**config.mk**
```make
export PLATFORM = sky130hd
export DESIGN_NAME = drl_ctrl
export DESIGN_NICKNAME = d
export VERILOG_FILES = /design/src/logic/drl_pkg.sv /design/src/logic/drl_sync_if.sv /design/src/logic/drl_ctrl.sv /design/src/logic/drl_sync.sv
export VERILOG_INCLUDE_DIRS = /design/src /design/src/logic
export SDC_FILE = /design/constraint.sdc
export NUM_CORES = 1
export LEC_CHECK = 0
export BUFFER_PORTS_ARGS = -buffer_cell sky130_fd_sc_hd__buf_2
export CAP_MARGIN = 20
export CORE_UTILIZATION = 35
export CTS_CLUSTER_DIAMETER = 60
export DETAILED_ROUTE_END_ITERATION = 12
export PLACE_DENSITY_LB_ADDON = 0.12
export RECOVER_POWER = 100
export SETUP_SLACK_MARGIN = 0.02
export SKIP_CTS_REPAIR_TIMING = 1
export SYNTH_ARGS = -nofsm -noshare
export SYNTH_HDL_FRONTEND = slang
export SYNTH_SLANG_ARGS = --single-unit
```
**constraint.sdc**
```tcl
create_clock -name clk_sys -period 4.35 [get_ports clk_sys]
set_clock_uncertainty 0.2 [all_clocks]
set_input_delay 1.0875 -clock clk_sys [delete_from_list [all_inputs] [get_ports clk_sys]]
set_output_delay 1.0875 -clock clk_sys [all_outputs]
set_load 0.05 [all_outputs]
```
**src/logic/drl_regs.svh**
```systemverilog
// Constants for the supply-event and update control block of the serial DAC.
// Assumes the including file uses the drl_pkg types alongside these names.
// Function
// - active update strobe moves staged DAC values to outputs together
// - reference, power-down and gain bits update with the strobe too
// - user configuration bits change only while high-voltage pin is high
// - serial commands accepted only while chip select is active
// - supply rising through trip copies stored DAC value to volatile
// - same power-on event copies stored configuration to volatile bits
// - power-on event sets the power-on status flag to one
// - reset delay after power-on; all serial commands ignored meanwhile
// - brown-out disables serial interface and blocks EEPROM writes
// - brown-out forces power-down selection to binary 1111
// - brown-out clears volatile DAC register to 000h
// - brown-out clears reference select and gain bits to zero
// - every user memory word is sixteen bits wide
// - five user bits sit outside the map, reached by high-voltage commands
// - serial clock comes only from the host; none generated here
// - one trip level: rising is power-on, falling is brown-out
// - between trip point and 2.7V reads and writes still work
// - EEPROM write starts only when chip select returns inactive
// - writing a stored location leaves its volatile register unchanged
`ifndef DRL_REGS_SVH
`define DRL_REGS_SVH

`define DRL_DAC_W 12
`define DRL_WORD_W 16
`define DRL_CFG_W 4
`define DRL_GAIN_W 2
`define DRL_USER_BITS 5
`define DRL_NV_WORDS 16
`define DRL_FRAME_W 24
`define DRL_CNT_CMD 5'h08
`define DRL_CNT_FRAME 5'h18
`define DRL_PIN_N 6
`define DRL_PIN_SUP 0
`define DRL_PIN_CS 1
`define DRL_PIN_SCK 2
`define DRL_PIN_SDI 3
`define DRL_PIN_LAT 4
`define DRL_PIN_HV 5
`define DRL_A_DAC0 5'h00
`define DRL_A_DAC1 5'h01
`define DRL_A_VREF 5'h08
`define DRL_A_PD 5'h09
`define DRL_A_GAIN 5'h0A
`define DRL_NV_BIT 4
`define DRL_POR_BIT 7
`define DRL_GAIN_LSB 8
`define DRL_PD_OFF 4'hF
`define DRL_RSVD_WORD 16'hFFFF
`define DRL_NV_DAC_INIT 16'h07FF
`define DRL_ZERO_WORD 16'h0000
`define DRL_CLK_PERIOD_NS 10
`define DRL_RESET_DELAY_NS 2000

`endif

```
**src/logic/drl_pkg.sv**
```systemverilog
// Types shared by the supply-event and update control block.
// Assumes drl_regs.svh supplies the numeric constants.
package drl_pkg;
    // gray along off -> delay -> ready
    typedef enum logic [1:0] {
        DRL_ST_OFF = 2'h0,
        DRL_ST_DELAY = 2'h1,
        DRL_ST_READY = 2'h3
    } drl_state_t;

    typedef enum logic [1:0] {
        DRL_CMD_WRITE = 2'h0,
        DRL_CMD_HV_EN = 2'h1,
        DRL_CMD_HV_DIS = 2'h2,
        DRL_CMD_READ = 2'h3
    } drl_cmd_t;
endpackage

```
**src/logic/drl_sync_if.sv**
```systemverilog
// Carrier for pin levels and their synchronised copies.
// Assumes one clock domain, clk_sys, on the synchronised side.
`timescale 1ns/1ps
interface drl_sync_if #(parameter int W = 1);
    logic [W-1:0] raw;
    logic [W-1:0] sync;
    modport sync_side (input raw, output sync);
    modport user (output raw, input sync);
endinterface

```
**src/logic/drl_ctrl.sv**
```systemverilog
// Supply-event, serial command and update-strobe control of a two-channel DAC.
// Assumes asynchronous pins, an external serial clock and a supply comparator.
`timescale 1ns/1ps
`include "drl_regs.svh"
module drl_ctrl #(
    parameter int RESET_DELAY_CYC = (`DRL_RESET_DELAY_NS + `DRL_CLK_PERIOD_NS - 1) / `DRL_CLK_PERIOD_NS
)
(
    input wire logic clk_sys,
    input wire logic rst,
    input wire logic ce,
    input wire logic supply_above_trip,
    input wire logic cs_n,
    input wire logic sck,
    input wire logic sdi,
    input wire logic output_update_strobe_n,
    input wire logic high_voltage_command_pin,
    output logic sdo,
    output logic sdo_oe,
    output logic interface_ready,
    output logic por_status,
    output logic eeprom_write_start,
    output logic [1:0][`DRL_DAC_W-1:0] dac_value,
    output logic [`DRL_CFG_W-1:0] reference_select_bits,
    output logic [`DRL_CFG_W-1:0] powerdown_select_bits,
    output logic [`DRL_GAIN_W-1:0] gain_select_bit,
    output logic [`DRL_USER_BITS-1:0] user_config_bits
);
    localparam int DLY_W = $clog2(RESET_DELAY_CYC + 1);

    // ****************************************
    // pin synchronisers
    // ****************************************
    drl_sync_if #(.W(`DRL_PIN_N)) pins ();
    logic [`DRL_PIN_N-1:0] s;

    assign pins.raw = {high_voltage_command_pin, output_update_strobe_n, sdi, sck, cs_n, supply_above_trip};
    assign s = pins.sync;

    drl_sync #(.W(`DRL_PIN_N)) u_sync (
        .clk_sys(clk_sys),
        .rst(rst),
        .ce(ce),
        .sif(pins)
    );

    // ****************************************
    // state
    // ****************************************
    drl_pkg::drl_state_t state_ff, nxt_state;
    logic [`DRL_PIN_N-1:0] d_ff, nxt_d;
    logic [DLY_W-1:0] dly_ff, nxt_dly;
    logic [4:0] cnt_ff, nxt_cnt;
    logic [`DRL_FRAME_W-1:0] shin_ff, nxt_shin;
    logic [`DRL_WORD_W-1:0] shout_ff, nxt_shout;
    logic sdo_ff, nxt_sdo;
    logic sdo_oe_ff, nxt_sdo_oe;
    logic rdy_ff, nxt_rdy;
    logic por_ff, nxt_por;
    logic nvw_ff, nxt_nvw;
    logic [1:0][`DRL_DAC_W-1:0] stg_dac_ff, nxt_stg_dac;
    logic [1:0][`DRL_DAC_W-1:0] out_dac_ff, nxt_out_dac;
    logic [`DRL_CFG_W-1:0] stg_vref_ff, nxt_stg_vref, out_vref_ff, nxt_out_vref;
    logic [`DRL_CFG_W-1:0] stg_pd_ff, nxt_stg_pd, out_pd_ff, nxt_out_pd;
    logic [`DRL_GAIN_W-1:0] stg_gain_ff, nxt_stg_gain, out_gain_ff, nxt_out_gain;
    logic [`DRL_USER_BITS-1:0] ucfg_ff, nxt_ucfg;
    // stored words, sixteen bits each
    logic [`DRL_WORD_W-1:0] nv_ff [`DRL_NV_WORDS];
    logic [`DRL_WORD_W-1:0] nxt_nv [`DRL_NV_WORDS];

    // serial clock is only sampled, never produced
    logic sup_rise, sup_fall, cs_rise, sck_rise, sck_fall;
    assign sup_rise = s[`DRL_PIN_SUP] & ~d_ff[`DRL_PIN_SUP];
    assign sup_fall = ~s[`DRL_PIN_SUP] & d_ff[`DRL_PIN_SUP];
    assign cs_rise = s[`DRL_PIN_CS] & ~d_ff[`DRL_PIN_CS];
    assign sck_rise = s[`DRL_PIN_SCK] & ~d_ff[`DRL_PIN_SCK];
    assign sck_fall = ~s[`DRL_PIN_SCK] & d_ff[`DRL_PIN_SCK];

    function automatic logic [`DRL_WORD_W-1:0] rd_word(input logic [4:0] a);
        logic [`DRL_WORD_W-1:0] w;
        w = `DRL_ZERO_WORD;
        if (a[`DRL_NV_BIT])
            w = nv_ff[a[3:0]];
        else
        begin
            case (a)
                `DRL_A_DAC0: w[`DRL_DAC_W-1:0] = stg_dac_ff[0];
                `DRL_A_DAC1: w[`DRL_DAC_W-1:0] = stg_dac_ff[1];
                `DRL_A_VREF: w[`DRL_CFG_W-1:0] = stg_vref_ff;
                `DRL_A_PD: w[`DRL_CFG_W-1:0] = stg_pd_ff;
                `DRL_A_GAIN:
                begin
                    w[`DRL_GAIN_LSB +: `DRL_GAIN_W] = stg_gain_ff;
                    w[`DRL_POR_BIT] = por_ff;
                end
                default: w = `DRL_RSVD_WORD;
            endcase
        end
        return w;
    endfunction

    // ****************************************
    // next-state logic
    // ****************************************
    logic [7:0] cbyte;
    logic [7:0] fbyte;
    logic [`DRL_WORD_W-1:0] fdata;
    logic [4:0] fa;
    drl_pkg::drl_cmd_t fcmd;

    always_comb
    begin
        cbyte = {shin_ff[6:0], s[`DRL_PIN_SDI]};
        fbyte = (cnt_ff == `DRL_CNT_FRAME) ? shin_ff[23:16] : shin_ff[7:0];
        fdata = shin_ff[15:0];
        fa = fbyte[7:3];
        fcmd = drl_pkg::drl_cmd_t'(fbyte[2:1]);
        nxt_state = state_ff;
        nxt_d = s;
        nxt_dly = dly_ff;
        nxt_cnt = cnt_ff;
        nxt_shin = shin_ff;
        nxt_shout = shout_ff;
        nxt_sdo = sdo_ff;
        nxt_sdo_oe = 1'b0;
        nxt_por = por_ff;
        nxt_nvw = 1'b0;
        nxt_stg_dac = stg_dac_ff;
        nxt_stg_vref = stg_vref_ff;
        nxt_stg_pd = stg_pd_ff;
        nxt_stg_gain = stg_gain_ff;
        nxt_out_dac = out_dac_ff;
        nxt_out_vref = out_vref_ff;
        nxt_out_pd = out_pd_ff;
        nxt_out_gain = out_gain_ff;
        nxt_ucfg = ucfg_ff;
        nxt_nv = nv_ff;
        // level-sensitive transfer keeps both channels moving together
        if (!s[`DRL_PIN_LAT] && state_ff != drl_pkg::DRL_ST_OFF)
        begin
            nxt_out_dac = stg_dac_ff;
            nxt_out_vref = stg_vref_ff;
            nxt_out_pd = stg_pd_ff;
            nxt_out_gain = stg_gain_ff;
        end
        case (state_ff)
            drl_pkg::DRL_ST_OFF:
            begin
                if (sup_rise)
                begin
                    nxt_state = drl_pkg::DRL_ST_DELAY;
                    nxt_dly = '0;
                    nxt_por = 1'b1;
                    nxt_stg_dac[0] = nv_ff[`DRL_A_DAC0 % `DRL_NV_WORDS][`DRL_DAC_W-1:0];
                    nxt_stg_dac[1] = nv_ff[`DRL_A_DAC1 % `DRL_NV_WORDS][`DRL_DAC_W-1:0];
                    nxt_stg_vref = nv_ff[`DRL_A_VREF % `DRL_NV_WORDS][`DRL_CFG_W-1:0];
                    nxt_stg_pd = nv_ff[`DRL_A_PD % `DRL_NV_WORDS][`DRL_CFG_W-1:0];
                    nxt_stg_gain = nv_ff[`DRL_A_GAIN % `DRL_NV_WORDS][`DRL_GAIN_LSB +: `DRL_GAIN_W];
                    nxt_out_dac = nxt_stg_dac;
                    nxt_out_vref = nxt_stg_vref;
                    nxt_out_pd = nxt_stg_pd;
                    nxt_out_gain = nxt_stg_gain;
                end
            end
            drl_pkg::DRL_ST_DELAY:
            begin
                if (dly_ff == DLY_W'(RESET_DELAY_CYC - 1))
                    nxt_state = drl_pkg::DRL_ST_READY;
                else
                    nxt_dly = DLY_W'(dly_ff + 1'b1);
            end
            drl_pkg::DRL_ST_READY:
            begin
                // operation continues down to the trip level
                if (s[`DRL_PIN_CS])
                begin
                    nxt_cnt = '0;
                    if (cs_rise && cnt_ff == `DRL_CNT_FRAME && fcmd == drl_pkg::DRL_CMD_WRITE)
                    begin
                        if (fa[`DRL_NV_BIT])
                        begin
                            nxt_nv[fa[3:0]] = fdata;
                            nxt_nvw = 1'b1;
                        end
                        else
                        begin
                            case (fa)
                                `DRL_A_DAC0: nxt_stg_dac[0] = fdata[`DRL_DAC_W-1:0];
                                `DRL_A_DAC1: nxt_stg_dac[1] = fdata[`DRL_DAC_W-1:0];
                                `DRL_A_VREF: nxt_stg_vref = fdata[`DRL_CFG_W-1:0];
                                `DRL_A_PD: nxt_stg_pd = fdata[`DRL_CFG_W-1:0];
                                `DRL_A_GAIN:
                                begin
                                    nxt_stg_gain = fdata[`DRL_GAIN_LSB +: `DRL_GAIN_W];
                                    if (!fdata[`DRL_POR_BIT])
                                        nxt_por = 1'b0;
                                end
                                default: nxt_por = por_ff;
                            endcase
                        end
                    end
                    // user bits have no address, only high-voltage commands
                    if (cs_rise && cnt_ff == `DRL_CNT_CMD && s[`DRL_PIN_HV] && fa < 5'(`DRL_USER_BITS)
                        && (fcmd == drl_pkg::DRL_CMD_HV_EN || fcmd == drl_pkg::DRL_CMD_HV_DIS))
                        nxt_ucfg[fa[2:0]] = (fcmd == drl_pkg::DRL_CMD_HV_EN);
                end
                else
                begin
                    nxt_sdo_oe = 1'b1;
                    if (sck_rise && cnt_ff != `DRL_CNT_FRAME)
                    begin
                        nxt_shin = {shin_ff[`DRL_FRAME_W-2:0], s[`DRL_PIN_SDI]};
                        nxt_cnt = 5'(cnt_ff + 5'h01);
                        if (nxt_cnt == `DRL_CNT_CMD && cbyte[2:1] == drl_pkg::DRL_CMD_READ)
                            nxt_shout = rd_word(cbyte[7:3]);
                    end
                    if (sck_fall)
                    begin
                        nxt_sdo = shout_ff[`DRL_WORD_W-1];
                        nxt_shout = {shout_ff[`DRL_WORD_W-2:0], 1'b0};
                    end
                end
            end
            default: nxt_state = drl_pkg::DRL_ST_OFF;
        endcase
        if (sup_fall && state_ff != drl_pkg::DRL_ST_OFF)
        begin
            nxt_state = drl_pkg::DRL_ST_OFF;
            nxt_sdo_oe = 1'b0;
            nxt_nv = nv_ff;
            nxt_nvw = 1'b0;
            nxt_stg_pd = `DRL_PD_OFF;
            nxt_out_pd = `DRL_PD_OFF;
            nxt_stg_dac = '0;
            nxt_out_dac = '0;
            nxt_stg_vref = '0;
            nxt_out_vref = '0;
            nxt_stg_gain = '0;
            nxt_out_gain = '0;
        end
        // half-shifted frame is thrown away on any supply crossing
        if (sup_rise || sup_fall)
        begin
            nxt_cnt = '0;
            nxt_shin = '0;
        end
        nxt_rdy = (nxt_state == drl_pkg::DRL_ST_READY);
    end

    // ****************************************
    // registers
    // ****************************************
    always_ff @(posedge clk_sys)
    begin
        if (rst)
        begin
            state_ff <= drl_pkg::DRL_ST_OFF;
            d_ff <= '0;
            dly_ff <= '0;
            cnt_ff <= '0;
            shin_ff <= '0;
            shout_ff <= '0;
            sdo_ff <= 1'b0;
            sdo_oe_ff <= 1'b0;
            rdy_ff <= 1'b0;
            por_ff <= 1'b0;
            nvw_ff <= 1'b0;
            stg_dac_ff <= '0;
            out_dac_ff <= '0;
            stg_vref_ff <= '0;
            out_vref_ff <= '0;
            stg_pd_ff <= `DRL_PD_OFF;
            out_pd_ff <= `DRL_PD_OFF;
            stg_gain_ff <= '0;
            out_gain_ff <= '0;
            ucfg_ff <= '0;
            for (int i = 0; i < `DRL_NV_WORDS; i++)
                nv_ff[i] <= (i < 2) ? `DRL_NV_DAC_INIT : `DRL_ZERO_WORD;
        end
        else if (ce)
        begin
            state_ff <= nxt_state;
            d_ff <= nxt_d;
            dly_ff <= nxt_dly;
            cnt_ff <= nxt_cnt;
            shin_ff <= nxt_shin;
            shout_ff <= nxt_shout;
            sdo_ff <= nxt_sdo;
            sdo_oe_ff <= nxt_sdo_oe;
            rdy_ff <= nxt_rdy;
            por_ff <= nxt_por;
            nvw_ff <= nxt_nvw;
            stg_dac_ff <= nxt_stg_dac;
            out_dac_ff <= nxt_out_dac;
            stg_vref_ff <= nxt_stg_vref;
            out_vref_ff <= nxt_out_vref;
            stg_pd_ff <= nxt_stg_pd;
            out_pd_ff <= nxt_out_pd;
            stg_gain_ff <= nxt_stg_gain;
            out_gain_ff <= nxt_out_gain;
            ucfg_ff <= nxt_ucfg;
            nv_ff <= nxt_nv;
        end
    end

    assign sdo = sdo_ff;
    assign sdo_oe = sdo_oe_ff;
    assign interface_ready = rdy_ff;
    assign por_status = por_ff;
    assign eeprom_write_start = nvw_ff;
    assign dac_value = out_dac_ff;
    assign reference_select_bits = out_vref_ff;
    assign powerdown_select_bits = out_pd_ff;
    assign gain_select_bit = out_gain_ff;
    assign user_config_bits = ucfg_ff;
endmodule // drl_ctrl

```
**src/logic/drl_sync.sv**
```systemverilog
// Two-flop synchroniser for a group of pins.
// Assumes raw inputs are asynchronous to clk_sys.
`timescale 1ns/1ps
module drl_sync #(parameter int W = 1)
(
    input wire logic clk_sys,
    input wire logic rst,
    input wire logic ce,
    drl_sync_if.sync_side sif
);
    logic [W-1:0] meta_ff;
    logic [W-1:0] hold_ff;
    logic [W-1:0] nxt_meta;
    logic [W-1:0] nxt_hold;

    always_comb
    begin
        nxt_meta = sif.raw;
        nxt_hold = meta_ff;
    end

    always_ff @(posedge clk_sys)
    begin
        if (rst)
        begin
            meta_ff <= '0;
            hold_ff <= '0;
        end
        else if (ce)
        begin
            meta_ff <= nxt_meta;
            hold_ff <= nxt_hold;
        end
    end

    assign sif.sync = hold_ff;
endmodule // drl_sync

```
# == Word level (Yosys, flattened, before mapping) ==
# Index checks and enable logic that the tools add are counted.
# classes
addsub,2
magnitude_cmp,6
eq_ne,36
muxes,94
bitwise,14
n_reduce_logical,44
# op_table
op,count
2-to-1 mux 24 bit,13
bitwise mux 256 bit,1
2-to-1 mux 16 bit,7
2-to-1 mux 4 bit,21
binary-select mux 16 bit (select 4 bit),1
demux 16 bit (select 4 bit),1
case mux 24 bit (2 select lines),1
"== test 5 x 4 -> 1 bit, second input constant",8
AND reduction 7 bit,5
2-to-1 mux 2 bit,13
2-to-1 mux 12 bit,2
2-to-1 mux 8 bit,3
2-to-1 mux 5 bit,4
case mux 4 bit (5 select lines),1
"!= test 3 x 2 -> 1 bit, second input constant",6
case mux 4 bit (2 select lines),2
case mux 8 bit (2 select lines),1
AND reduction 4 bit,4
2-to-1 mux 1 bit,15
nonzero test 2 bit,7
logical AND 1 bit,12
"!= test 2 bit, second input constant",6
case mux 2 bit (3 select lines),2
case mux 3 bit (4 select lines),1
35 further kinds,59
# totals
regBits,404
out_inout_bits,44

# == Logic depth before layout (Yosys ltp) ==
# Gate-level depths: netlist of the first run.
# logic_depth
word_depth,9
ltp_mapped,16
mapped_depth_nobuf,11

# == By module ==
# Synthesis of the first run repeated with hierarchy kept, for this count alone.
# hier_totals
cells_unflattened,1958
hier_area_um2,19379.8
# modules_own_cells
mod,instances,cells_per_inst,area_each_um2,seq_area_each_um2
drl_ctrl,1,1920,18959.4,7847.5
drl_sync,1,38,420.4,240.2

# == Least setup slack after synthesis of the first run ==
# No wires, ideal clock.
# synth_path
kind,register -> register
startpoint,register cnt_ff[0]
endpoint,register nv_ff[76] in the netlist's numbering
setup_ps,70
arrival_ps,3089
required_time_ps,4080
setup_slack_ps,991
path_stages_with_launch,15
synth_period_minus_slack_ps,3359
cell_sequence,dfxtp_1 > inv_1 > ha_1 > and4b_1 > buf_4 > buf_2 > a21oi_1 > ha_1 > and3b_1 > nand4_1 > clkbuf_1 > nor3_1 > buf_2 > nand2_1 > a21oi_1
# synth_via
elab_chain_cells,8
word_cells_on_any_way,13
classes_between,order compare (2); eq/ne (1); mux (4); bitwise (1); reduce/logical (5)
# synth_rtl
element,line_no,text
start: declaration,drl_ctrl.sv:53,"logic [4:0] cnt_ff, nxt_cnt;"
start signal: assignment,drl_ctrl.sv:285,cnt_ff <= nxt_cnt;
== test 5 bit (no line) *,--,
2-to-1 mux 8 bit,drl_ctrl.sv:114,fbyte = (cnt_ff == `DRL_CNT_FRAME) ? shin_ff[23:16] : shin_ff[7:0];
NOT 4 -> 5 bit (implied by the code),drl_ctrl.sv:182,nxt_nv[fa[3:0]] = fdata;
greater-or-equal comparator 5 bit (implied by the code) / < comparator 5 x 1 -> 1 bit (equally long branches),drl_ctrl.sv:182,
logical AND 1 bit (implied by the code),drl_ctrl.sv:182,
2-to-1 mux 16 bit (implied by the code),drl_ctrl.sv:182,
demux 16 bit (select 4 bit),drl_ctrl.sv:182,
bitwise mux 256 bit,drl_ctrl.sv:182,
end signal: indexed assignment,drl_ctrl.sv:278,nv_ff[i] <= (i < 2) ? `DRL_NV_DAC_INIT : `DRL_ZERO_WORD;
end signal: assignment,drl_ctrl.sv:302,nv_ff <= nxt_nv;
end: declaration,drl_ctrl.sv:68,logic [`DRL_WORD_W-1:0] nv_ff [`DRL_NV_WORDS];
# Every way passes the cells marked *; elsewhere a longest branch is shown, timed or not.
# A chain may end at the register's enable or synchronous reset.

# == Final worst setup path of the first run ==
# layout_path
startpoint,register shin_ff[2]
endpoint,"register ucfg_ff[2], in the netlist user_config_bits[2]"
# layout_via
elab_chain_cells,5
word_cells_on_any_way,7
classes_between,eq/ne (2); mux (2); reduce/logical (3)
# layout_rtl
element,line_no,text
start: declaration,drl_ctrl.sv:54,"logic [`DRL_FRAME_W-1:0] shin_ff, nxt_shin;"
start signal: assignment,drl_ctrl.sv:286,shin_ff <= nxt_shin;
2-to-1 mux 8 bit *,drl_ctrl.sv:114,
== test 2 x 1 -> 1 bit / == test 2 bit (equally long branches),"drl_ctrl.sv:204, drl_ctrl.sv:205",
logical OR 1 bit,drl_ctrl.sv:204,&& (fcmd == drl_pkg::DRL_CMD_HV_EN || fcmd == drl_pkg::DRL_CMD_HV_DIS))
logical AND 1 bit,drl_ctrl.sv:203,if (cs_rise && cnt_ff == `DRL_CNT_CMD && s[`DRL_PIN_HV] && fa < 5'(`DRL_USER_BITS)
AND reduction 4 bit (no line),--,
end signal: assignment,drl_ctrl.sv:301,ucfg_ff <= nxt_ucfg;
end: declaration,drl_ctrl.sv:66,"logic [`DRL_USER_BITS-1:0] ucfg_ff, nxt_ucfg;"
# Marks and branches as above.

==> run_results.csv, run 1 <==
group,metric,value,unit
clocking,cts_buffer_depth,3,
yosys,synth-adder-area-share,0.477,%
power,total_power,7.79,mW
clocking,cts_root_buf,"clkbuf_16",
yosys,synth_seq_cells,404,
routing,drt_wl_total,62200,um
status,violations,"max-capacitance violations, max-slew violations",
routing,maxUsedRoutingLayer,"met5",
power,powerDensity,377,mW/mm2
worst_setup_path,end_kind,"flop",
placed_design,port_buffers,52,
routing,vias,15800,
power,pwr-share-comb,3.0,%
finish,drive_above_1_share,12.0,%
global_routing,grt_pass1_wl,94800,um
sta,rsz0062_at_grt,"false",
routing,viasPerCell,5.54,
worst_setup_path,r2r_end,"user_config_bits[2]$_SDFFE_PP0P_",
worst_setup_path,start_kind,"flop",
die,dieArea,0.0534,mm2
placed_design,dp_cells,2773,
die,rows,83,
routing,wl_met3,3830,um
yosys,yosys_warnings,0,
worst_setup_path,r2r-start,"shin_ff[2]$_SDFFE_PP0P_",
sta,fin_crit_sh,87.1,%
worst_setup_path,crit_end,"user_config_bits[2]$_SDFFE_PP0P_",
sta,max_slew.worst_pin.slew,2.39,ns
placed_design,gp_congestion,0.879,
routing,drc,0,
finish,final_cell_mix,"557 x nand2_1, 400 x dfxtp_1, 288 x a21oi_1, 139 x nor2_1, 72 x mux2i_1",
global_routing,grt_overflow_total,0,
finish,n_fill_cell,5138,
power,pwr-share-clk,49.1,%
worst_setup_path,criticalPathCategory,"reg2reg",
yosys,ys_seq_area_share,44.1,%
clocking,clkTransAtPathRegs,0.06,ns
clocking,cts_buffers,46,
yosys,yosysTopAreaCell,"dfxtp_1",
global_routing,track_usage,23.2,%
finish,finalInstanceArea,0.0207,mm2
finish,nets,2158,
power,p_sw_share,22.7,%
worst_setup_path,cp_max_fo,38,
die,io_pins,53,
sta,setup_violations,0,
yosys,synth.cell_area,0.0184,mm2
routing,wl_met2,27900,um
finish,final_common_cell,"nand2_1",
routing,drt-pass1-iter-count,7,
yosys,avgSynthCellArea,8.48,um2
clocking,clkLatencyLatePin,0.59,ns
min_path,hp-class,"reg2reg",
yosys,synthXorXnorAreaFrac,0.239,%
clocking,cts_max_level,2,
worst_setup_path,ff2ff_setup_slack,0.56,ns
routing,wl_met1,28300,um
global_routing,grt_pass1_vias,14900,
yosys,synthDistinctLibCells,64,
finish,seq_area,0.00810,mm2
global_routing,grt_start_max_net_pins,191,
worst_setup_path,worst_ep_arrival_time,3.97,ns
yosys,synthMuxAreaShare,13.8,%
die,die-width,231,um
sta,slew_violations,226,
status,status,"complete, but fails checks",
sta,timing.fmax,264,MHz
placed_design,pre_cts_slack,0.726,ns
worst_setup_path,ff2ff_path_depth,9,
yosys,synth_top_family_by_area,"simple AND/OR/NAND/NOR gates",
yosys,synthCells,2166,
sta,finalHoldViolCount,0,
yosys,synth_simple_gate_area_share,20.4,%
die,core_area,0.0516,mm2
routing,drtAntennaViolNets,0,
power,ir_drop,243,uV
sta,period_minus_slack,3.79,ns
sta,worst_slack,0.563,ns
flow_run,maxCapViolCount,2,
power,p_int,6.03,mW
die,start_util,35.6,%
power,leakagePower,6.89,nW
yosys,syn_nets,2182,
worst_setup_path,startpoint,"shin_ff[2]$_SDFFE_PP0P_",
finish,antennaDiodeCount,0,
worst_setup_path,crit_required,4.53,ns
clocking,cts.sinks,404,
power,sequentialPowerShare,48.0,%
sta,tns,0,ns
yosys,ys.flop_type,"dfxtp_1",
placed_design,hpwl,39400,um
finish,multi_input_area,0.00949,mm2
yosys,ys_top_cells_by_area,"dfxtp_1 44%, nand2_1 11%, a21oi_1 7.9%, mux4_2 7.9%, mux2i_1 3.9%",
die,chipHeight,231,um
finish,area_growth,12.8,%
clocking,cts_tree,"built",
yosys,synth.top_cell.area_share,44.1,%
routing,drt_iter0_drc,1466,
placed_design,placed_cell_area,0.0193,mm2
global_routing,antenna_found_initial,1,
yosys,synth_compound_area_share,16.4,%
sta,slew_headroom,-59.2,%
routing,wire_per_inst,21.8,um
finish,fin_cells,2855,
yosys,synthArstFlopShare,0,%
power,switching_power,1.77,mW
yosys,synth_edf_count,0,
[sequential cells by signal (all words and copies together), names as in the netlist, 6 cells and up]
name and flops:
dac_value 24, dly_ff 8, nv_ff 256, shin_ff 24, shout_ff 16, stg_dac_ff 24, u_sync.meta_ff 6, u_sync.sif.sync 6
[power by group through the flow]
stage | sequential (mW) | clock (mW) | combinational, mW
3_3_place_gp | 3.82 | 0 | 0.228
5_1_grt | 3.74 | 4.06 | 0.250
2_1_floorplan | 3.84 | 0 | 0.150
4_1_cts | 3.74 | 3.91 | 0.231
6_report | 3.74 | 3.82 | 0.231
3_5_place_dp | 3.82 | 0 | 0.231
[critical path, stage by stage, from the launching register on]
cell	delay [ns]
dfxtp_2	1.20
inv_1	0.17
nor2_1	0.16
a21oi_1	0.07
ha_1	0.30
nor4bb_1	0.20
nand4_1	0.23
a2111oi_0	0.74
mux2i_1	0.26
nor2_1	0.05
[through the flow]
stage | hold WS (ns) | util [%]
6_report | 0.248 | 40.1
3_3_place_gp | 0.235 | 37.4
4_1_cts | 0.250 | 40.2
3_5_place_dp | 0.242 | 37.4
5_1_grt | 0.260 | 40.1
2_1_floorplan | 0.229 | -
[final cells by class]
class	instances	area share, %
Inverter	15	0.272
Sequential cell	404	39.1
Timing Repair Buffer	118	3.61
Tap cell	680	4.11
Multi-Input combinational cell	1557	45.9
Clock inverter	10	0.538
Clock buffer	71	6.50
[cells in the mapped netlist, types with 10 or more instances]
cell type  number
nand2_1       557
dfxtp_1       404
a21oi_1       288
nor2_1        140
clkbuf_1      135
mux2i_1        72
mux4_2         64
a22oi_1        58
nor2b_1        42
buf_2          38
nand3_1        34
mux2_2         32
o21ai_0        32
a22o_1         30
nor3_1         29
nand2b_1       16
o22ai_1        16
and3_1         15
inv_1          15
a311oi_1       14
and2_1         11
buf_1          11
a211oi_1       10
[kinds of logic (layout without fill, tap and decap cells)]
group                    count (synthesis)  in the layout
AND/OR/NAND/NOR                        879            879
flip-flops                             404            404
adder cells (fa/ha/maj)                  7              7
XOR/XNOR                                 5              5
AO/OA/AOI/OAI                          497            497
multiplexers                           169            169
buffers and inverters                  205            214
[how the worst min path moves through the flow]
| stage | from | to | cells after the start |
|---|---|---|---|
| after floorplan | nv_ff[18]$_SDFFE_PP0P_ | nv_ff[18]$_SDFFE_PP0P_ | 2 |
| after global placement | nv_ff[171]$_SDFFE_PP0P_ | nv_ff[171]$_SDFFE_PP0P_ | 2 |
| after detailed placement | nv_ff[128]$_SDFFE_PP0P_ | nv_ff[128]$_SDFFE_PP0P_ | 2 |
| after CTS | nv_ff[128]$_SDFFE_PP0P_ | nv_ff[128]$_SDFFE_PP0P_ | 2 |
| after global routing | nv_ff[22]$_SDFFE_PP0P_ | nv_ff[22]$_SDFFE_PP0P_ | 2 |
| final | nv_ff[136]$_SDFFE_PP0P_ | nv_ff[136]$_SDFFE_PP0P_ | 2 |
[routing by layer]
| layer | up-vias | track usage [%] |
|---|---|---|
| li1 | 7495 | - |
| met2 | 436 | 35.8 |
| met4 | 2 | 8.49 |
| met1 | 7792 | 31.9 |
| met3 | 103 | 4.91 |
| met5 | - | 0 |
No activity file was read; power rests on OpenSTA's default activity.
==> run 2, diff against run 1 <==
==> constraint.sdc (replaced) <==
create_clock -name clk_sys -period 3.3 [get_ports clk_sys]
set_clock_uncertainty 0.2 [all_clocks]
set_input_delay 0.825 -clock clk_sys [delete_from_list [all_inputs] [get_ports clk_sys]]
set_output_delay 0.825 -clock clk_sys [all_outputs]
set_load 0.05 [all_outputs]
==> run_results.csv, run 2 (synthesized netlist as in run 1, its figures left out) <==
group,metric,value,unit
status,status,"complete, no violations",
worst_setup_path,start_kind,"flop",
worst_setup_path,ff2ff_setup_slack,0.22,ns
min_path,min_path_cells,2,
min_path,hp-class,"reg2reg",
sta,setup_violations,0,
worst_setup_path,ff2ff_path_depth,13,
min_path,hold_start,"nv_ff[0]$_SDFFE_PP0P_",
sta,fin_crit_sh,93.4,%
routing,drt_iter0_drc,1440,
placed_design,placed_cell_area,0.0197,mm2
finish,largest_register,"nv_ff",
placed_design,port_buffers,52,
finish,utilization,41.1,%
die,start_util,35.6,%
routing,drc,0,
placed_design,pre_cts_slack,0.193,ns
clocking,clkLatencyLatePin,0.59,ns
finish,fin_cells,2889,
clocking,cts_root_buf,"clkbuf_16",
finish,finalInstanceArea,0.0212,mm2
sta,timing.fmax,324,MHz
finish,final_common_cell,"nand2_1",
finish,nets,2188,
routing,wire_per_inst,21.8,um
clocking,cts_max_level,2,
power,ir_drop,335,uV
power,total_power,10.5,mW
global_routing,track_usage,23.5,%
global_routing,grt_overflow_total,0,
placed_design,hpwl,40400,um
sta,slew_violations,0,
power,powerDensity,497,mW/mm2
placed_design,dp_cells,2802,
sta,slew_headroom,30.0,%
routing,viasPerCell,5.51,
worst_setup_path,end_kind,"flop",
sta,tns,0,ns
worst_setup_path,crit_required,3.53,ns
global_routing,grt_start_max_net_pins,130,
die,core_area,0.0516,mm2
global_routing,met3_usage,3.11,%
die,io_pins,53,
finish,antennaDiodeCount,0,
die,rows,83,
flow_run,maxCapViolCount,0,
sta,finalHoldViolCount,0,
power,leakagePower,7.15,nW
worst_setup_path,r2r_end,"nv_ff[135]$_SDFFE_PP0P_",
global_routing,use_met1,32.5,%
global_routing,groute.layer.met2.usage,37.6,%
die,die-width,231,um
min_path,holdPathEnd,"nv_ff[0]$_SDFFE_PP0P_",
finish,area_growth,15.6,%
global_routing,grt_pass1_wl,96400,um
sta,max_slew.worst_pin.slew,1.05,ns
placed_design,gp_congestion,0.891,
sta,period_minus_slack,3.08,ns
finish,final_cell_mix,"557 x nand2_1, 400 x dfxtp_1, 288 x a21oi_1, 139 x nor2_1, 72 x mux2i_1",
die,chipHeight,231,um
routing,drtAntennaViolNets,0,
finish,drive_above_1_share,13.9,%
clocking,cts_buffer_depth,3,
routing,drt_wl_total,63000,um
clocking,cts_tree,"built",
global_routing,grt_pass1_vias,15300,
worst_setup_path,cp_max_fo,16,
worst_setup_path,worst_ep_arrival_time,3.31,ns
sta,rsz0062_at_grt,"false",
sta,holdWs,0.247,ns
sta,worst_slack,0.217,ns
clocking,cts.sinks,404,
clocking,cts_buffers,48,
worst_setup_path,r2r-start,"cnt_ff[1]$_SDFFE_PP0P_",
clocking,clkTransAtPathRegs,0.06,ns
worst_setup_path,criticalPathCategory,"reg2reg",
global_routing,busiest_layer,"met2",
global_routing,antenna_found_initial,0,
routing,vias,15900,
finish,largest_reg_flops,256,
routing,drt-pass1-iter-count,5,
die,dieArea,0.0534,mm2
-- run 2: cell count changes in the layout (fill, tap and decap cells not counted), sizes merged --
cell	before	now
clkbuf	122	128
clkinvlp	3	1
clkinv	4	12
inv	16	20
buf	67	85
-- run 2: layout make-up --
class                      count  area, um2
clock buffer                  67       1390
clock inverter                20        190
fill                        5162      30400
inverter                      15       56.3
multi-input combinational   1557       9480
sequential                   404       8100
tap                          680        851
timing repair buffer         146       1140
-- run 2: power breakdown --
| group | total (mW) | internal (mW) | switching, mW |
|---|---|---|---|
| logic | 0.309 | 0.0905 | 0.218 |
| clock network | 5.31 | 3.12 | 2.20 |
| registers | 4.93 | 4.91 | 0.0227 |
-- run 2: layer usage --
layer	wire length (um)	share of wire (%)
met5	0	0
met1	29000	46
met3	3150	5.0
met2	28900	46
met4	1850	2.9
-- run 2: how the worst max path moves through the flow --
stage,startpoint,endpoint,slack (ns),cells after the start
2_1_floorplan,cnt_ff[0]$_SDFFE_PP0P_,nv_ff[76]$_SDFFE_PP0P_,-0.06,14
3_3_place_gp,cnt_ff[1]$_SDFFE_PP0P_,stg_dac_ff[21]$_SDFFE_PP0P_,0.25,12
3_5_place_dp,cnt_ff[1]$_SDFFE_PP0P_,stg_dac_ff[17]$_SDFFE_PP0P_,0.19,12
4_1_cts,cnt_ff[1]$_SDFFE_PP0P_,stg_dac_ff[12]$_SDFFE_PP0P_,0.19,12
5_1_grt,cnt_ff[1]$_SDFFE_PP0P_,nv_ff[131]$_SDFFE_PP0P_,0.02,13
6_report,cnt_ff[1]$_SDFFE_PP0P_,nv_ff[135]$_SDFFE_PP0P_,0.22,13
-- run 2: worst max-delay path, cell delays in order, from the launching register on --
cell and delay (ns):
dfxtp_1 0.33, inv_1 0.08, ha_1 0.19, and4b_1 0.32, nor2_1 0.06, a21oi_1 0.18
ha_1 0.17, and3b_1 0.24, and4_1 0.34, buf_4 0.23, nand3_1 0.12, clkbuf_4 0.28
nand2_1 0.11, a21oi_1 0.07
==> run 3, diff against run 2 <==
--- a/config.mk
+++ b/config.mk
@@ -8,7 +8,7 @@
 export LEC_CHECK = 0
 export BUFFER_PORTS_ARGS = -buffer_cell sky130_fd_sc_hd__buf_2
 export CAP_MARGIN = 20
-export CORE_UTILIZATION = 35
+export CORE_UTILIZATION = 55
 export CTS_CLUSTER_DIAMETER = 60
 export DETAILED_ROUTE_END_ITERATION = 12
 export PLACE_DENSITY_LB_ADDON = 0.12
==> run_results.csv, run 3 (synthesized netlist as in run 1, its figures left out) <==
group,metric,value,unit
sta,slew_headroom,-8.98,%
worst_setup_path,end_kind,"flop",
finish,final_common_cell,"nand2_1",
die,die-width,185,um
status,status,"complete, but fails checks",
worst_setup_path,critPathTopFamily,"simple AND/OR/NAND/NOR gates",
placed_design,hpwl,35000,um
global_routing,grt_overflow_total,0,
routing,drc,0,
worst_setup_path,cp_slowest_cell,"dfxtp_1",
routing,wire_per_inst,21.1,um
power,leakagePower,6.97,nW
sta,finalHoldViolCount,0,
placed_design,pre_cts_slack,0.172,ns
flow_run,maxCapViolCount,1,
finish,area_growth,12.0,%
power,total_power,10.1,mW
sta,period_minus_slack,3.15,ns
placed_design,placed_cell_area,0.0193,mm2
finish,largest_reg_flops,256,
sta,setup_violations,0,
clocking,cts.sinks,404,
global_routing,track_usage,32.6,%
worst_setup_path,cp_slowest_stage_delay,0.42,ns
min_path,hold_start,"nv_ff[85]$_SDFFE_PP0P_",
sta,worst_slack,0.149,ns
clocking,cts_root_buf,"clkbuf_16",
power,switching_power,2.20,mW
min_path,hp-class,"reg2reg",
routing,drt-pass1-iter-count,5,
die,chipHeight,185,um
global_routing,grt_pass1_wl,86000,um
die,core_area,0.0327,mm2
worst_setup_path,start_kind,"flop",
power,sequentialPowerShare,48.8,%
worst_setup_path,criticalPathCategory,"reg2reg",
status,violations,"max-capacitance violations, max-slew violations",
finish,antennaDiodeCount,0,
clocking,cts_buffer_depth,3,
die,io_pins,53,
global_routing,grt_pass1_vias,15200,
worst_setup_path,cp_max_fo,16,
finish,largest_register,"nv_ff",
clocking,cts_tree,"built",
worst_setup_path,worst_ep_arrival_time,3.34,ns
clocking,cts_buffers,44,
placed_design,port_buffers,52,
routing,drtAntennaViolNets,0,
die,dieArea,0.0341,mm2
sta,slew_violations,35,
die,start_util,56.1,%
worst_setup_path,startpoint,"cnt_ff[0]$_SDFFE_PP0P_",
routing,drt_iter0_drc,1810,
power,pwr-share-comb,3.0,%
routing,viasPerCell,6.15,
global_routing,antenna_found_initial,0,
sta,timing.fmax,317,MHz
worst_setup_path,crit_buf_inv,3,
power,p_sw_share,21.8,%
routing,drt_wl_total,55500,um
worst_setup_path,r2r-start,"cnt_ff[0]$_SDFFE_PP0P_",
power,pwr-share-clk,48.3,%
finish,nets,2172,
power,powerDensity,492,mW/mm2
sta,fin_crit_sh,95.5,%
sta,max_slew.worst_pin.slew,1.63,ns
finish,drive_above_1_share,12.5,%
finish,finalInstanceArea,0.0206,mm2
die,rows,66,
routing,vias,16100,
clocking,cts_max_level,2,
power,ir_drop,505,uV
finish,final_cell_mix,"557 x nand2_1, 401 x dfxtp_1, 287 x a21oi_1, 139 x nor2_1, 72 x mux2i_1",
clocking,clkTransAtPathRegs,0.06,ns
clocking,clkLatencyLatePin,0.56,ns
worst_setup_path,crit_required,3.49,ns
global_routing,grt_start_max_net_pins,197,
sta,rsz0062_at_grt,"true",
placed_design,gp_congestion,0.910,
power,p_int,7.90,mW
worst_setup_path,path_cells,"inv_1 > ha_1 > and4b_1 > nand2_1 > and2_1 > ha_1 > and3b_1 > and4_1 > clkbuf_2 > nand3_1 > clkbuf_4 > nand2_1 > a21oi_1",
## run 3: cell count changes in the layout (fill, tap and decap cells not counted), moves of 2 or more
cell and change:
buf_12 -8, clkbuf_1 +7, clkinv_2 -7, inv_6 -5, clkbuf_8 -4, clkbuf_16 -3, clkbuf_2 -3, clkbuf_4 -2
## run 3: cell type report
type / instances / area [um2]
fill: 2837 / 12100
multi-input combinational: 1557 / 9480
sequential: 404 / 8100
clock buffer: 66 / 1280
timing repair buffer: 134 / 960
tap: 442 / 553
clock inverter: 8 / 125
inverter: 15 / 56.3
## run 3: worst paths after layout
path,end,slack [ns],depth (start not counted)
worst max register to register,nv_ff[140]$_SDFFE_PP0P_,0.15,13
worst min register to register,nv_ff[85]$_SDFFE_PP0P_,0.25,2
worst max-delay path,nv_ff[140]$_SDFFE_PP0P_,0.15,13
worst min-delay path,nv_ff[85]$_SDFFE_PP0P_,0.25,2
## run 3: power by group through the flow
stage / combinational [mW] / sequential [mW] / clock (mW)
floorplan: 0.197 / 5.06 / 0
global placement: 0.298 / 5.03 / 0
detailed placement: 0.301 / 5.03 / 0
CTS: 0.302 / 4.93 / 4.92
global route: 0.324 / 4.93 / 5.13
finish: 0.301 / 4.93 / 4.88
## run 3: layer usage
| metal | track usage [%] | wire length (um) | vias to the layer above |
|---|---|---|---|
| met3 | 4.82 | 4430 | 132 |
| li1 | - | - | 7493 |
| met4 | 13.6 | 2210 | 0 |
| met2 | 51.7 | 25200 | 700 |
| met5 | 0 | 0 | - |
| met1 | 44.5 | 23700 | 7817 |
## run 3: worst register-to-register path, cell delays in order (launching register included)
cell and delay [ns]:
dfxtp_1 0.42, inv_1 0.08, ha_1 0.24, and4b_1 0.28
nand2_1 0.08, and2_1 0.14, ha_1 0.13, and3b_1 0.22
and4_1 0.27, clkbuf_2 0.32, nand3_1 0.15, clkbuf_4 0.27
nand2_1 0.12, a21oi_1 0.06
## run 3: per-stage QoR
stage          setup TNS, ns  hold slack, ns  std cells  util, %
2_1_floorplan          -3.26           0.229       2166        -
3_3_place_gp               0           0.234       2552     58.9
3_5_place_dp               0           0.243       2552     58.9
4_1_cts                    0           0.250       2626     63.2
5_1_grt                    0           0.264       2626     62.9
6_report                   0           0.246       2626     62.9
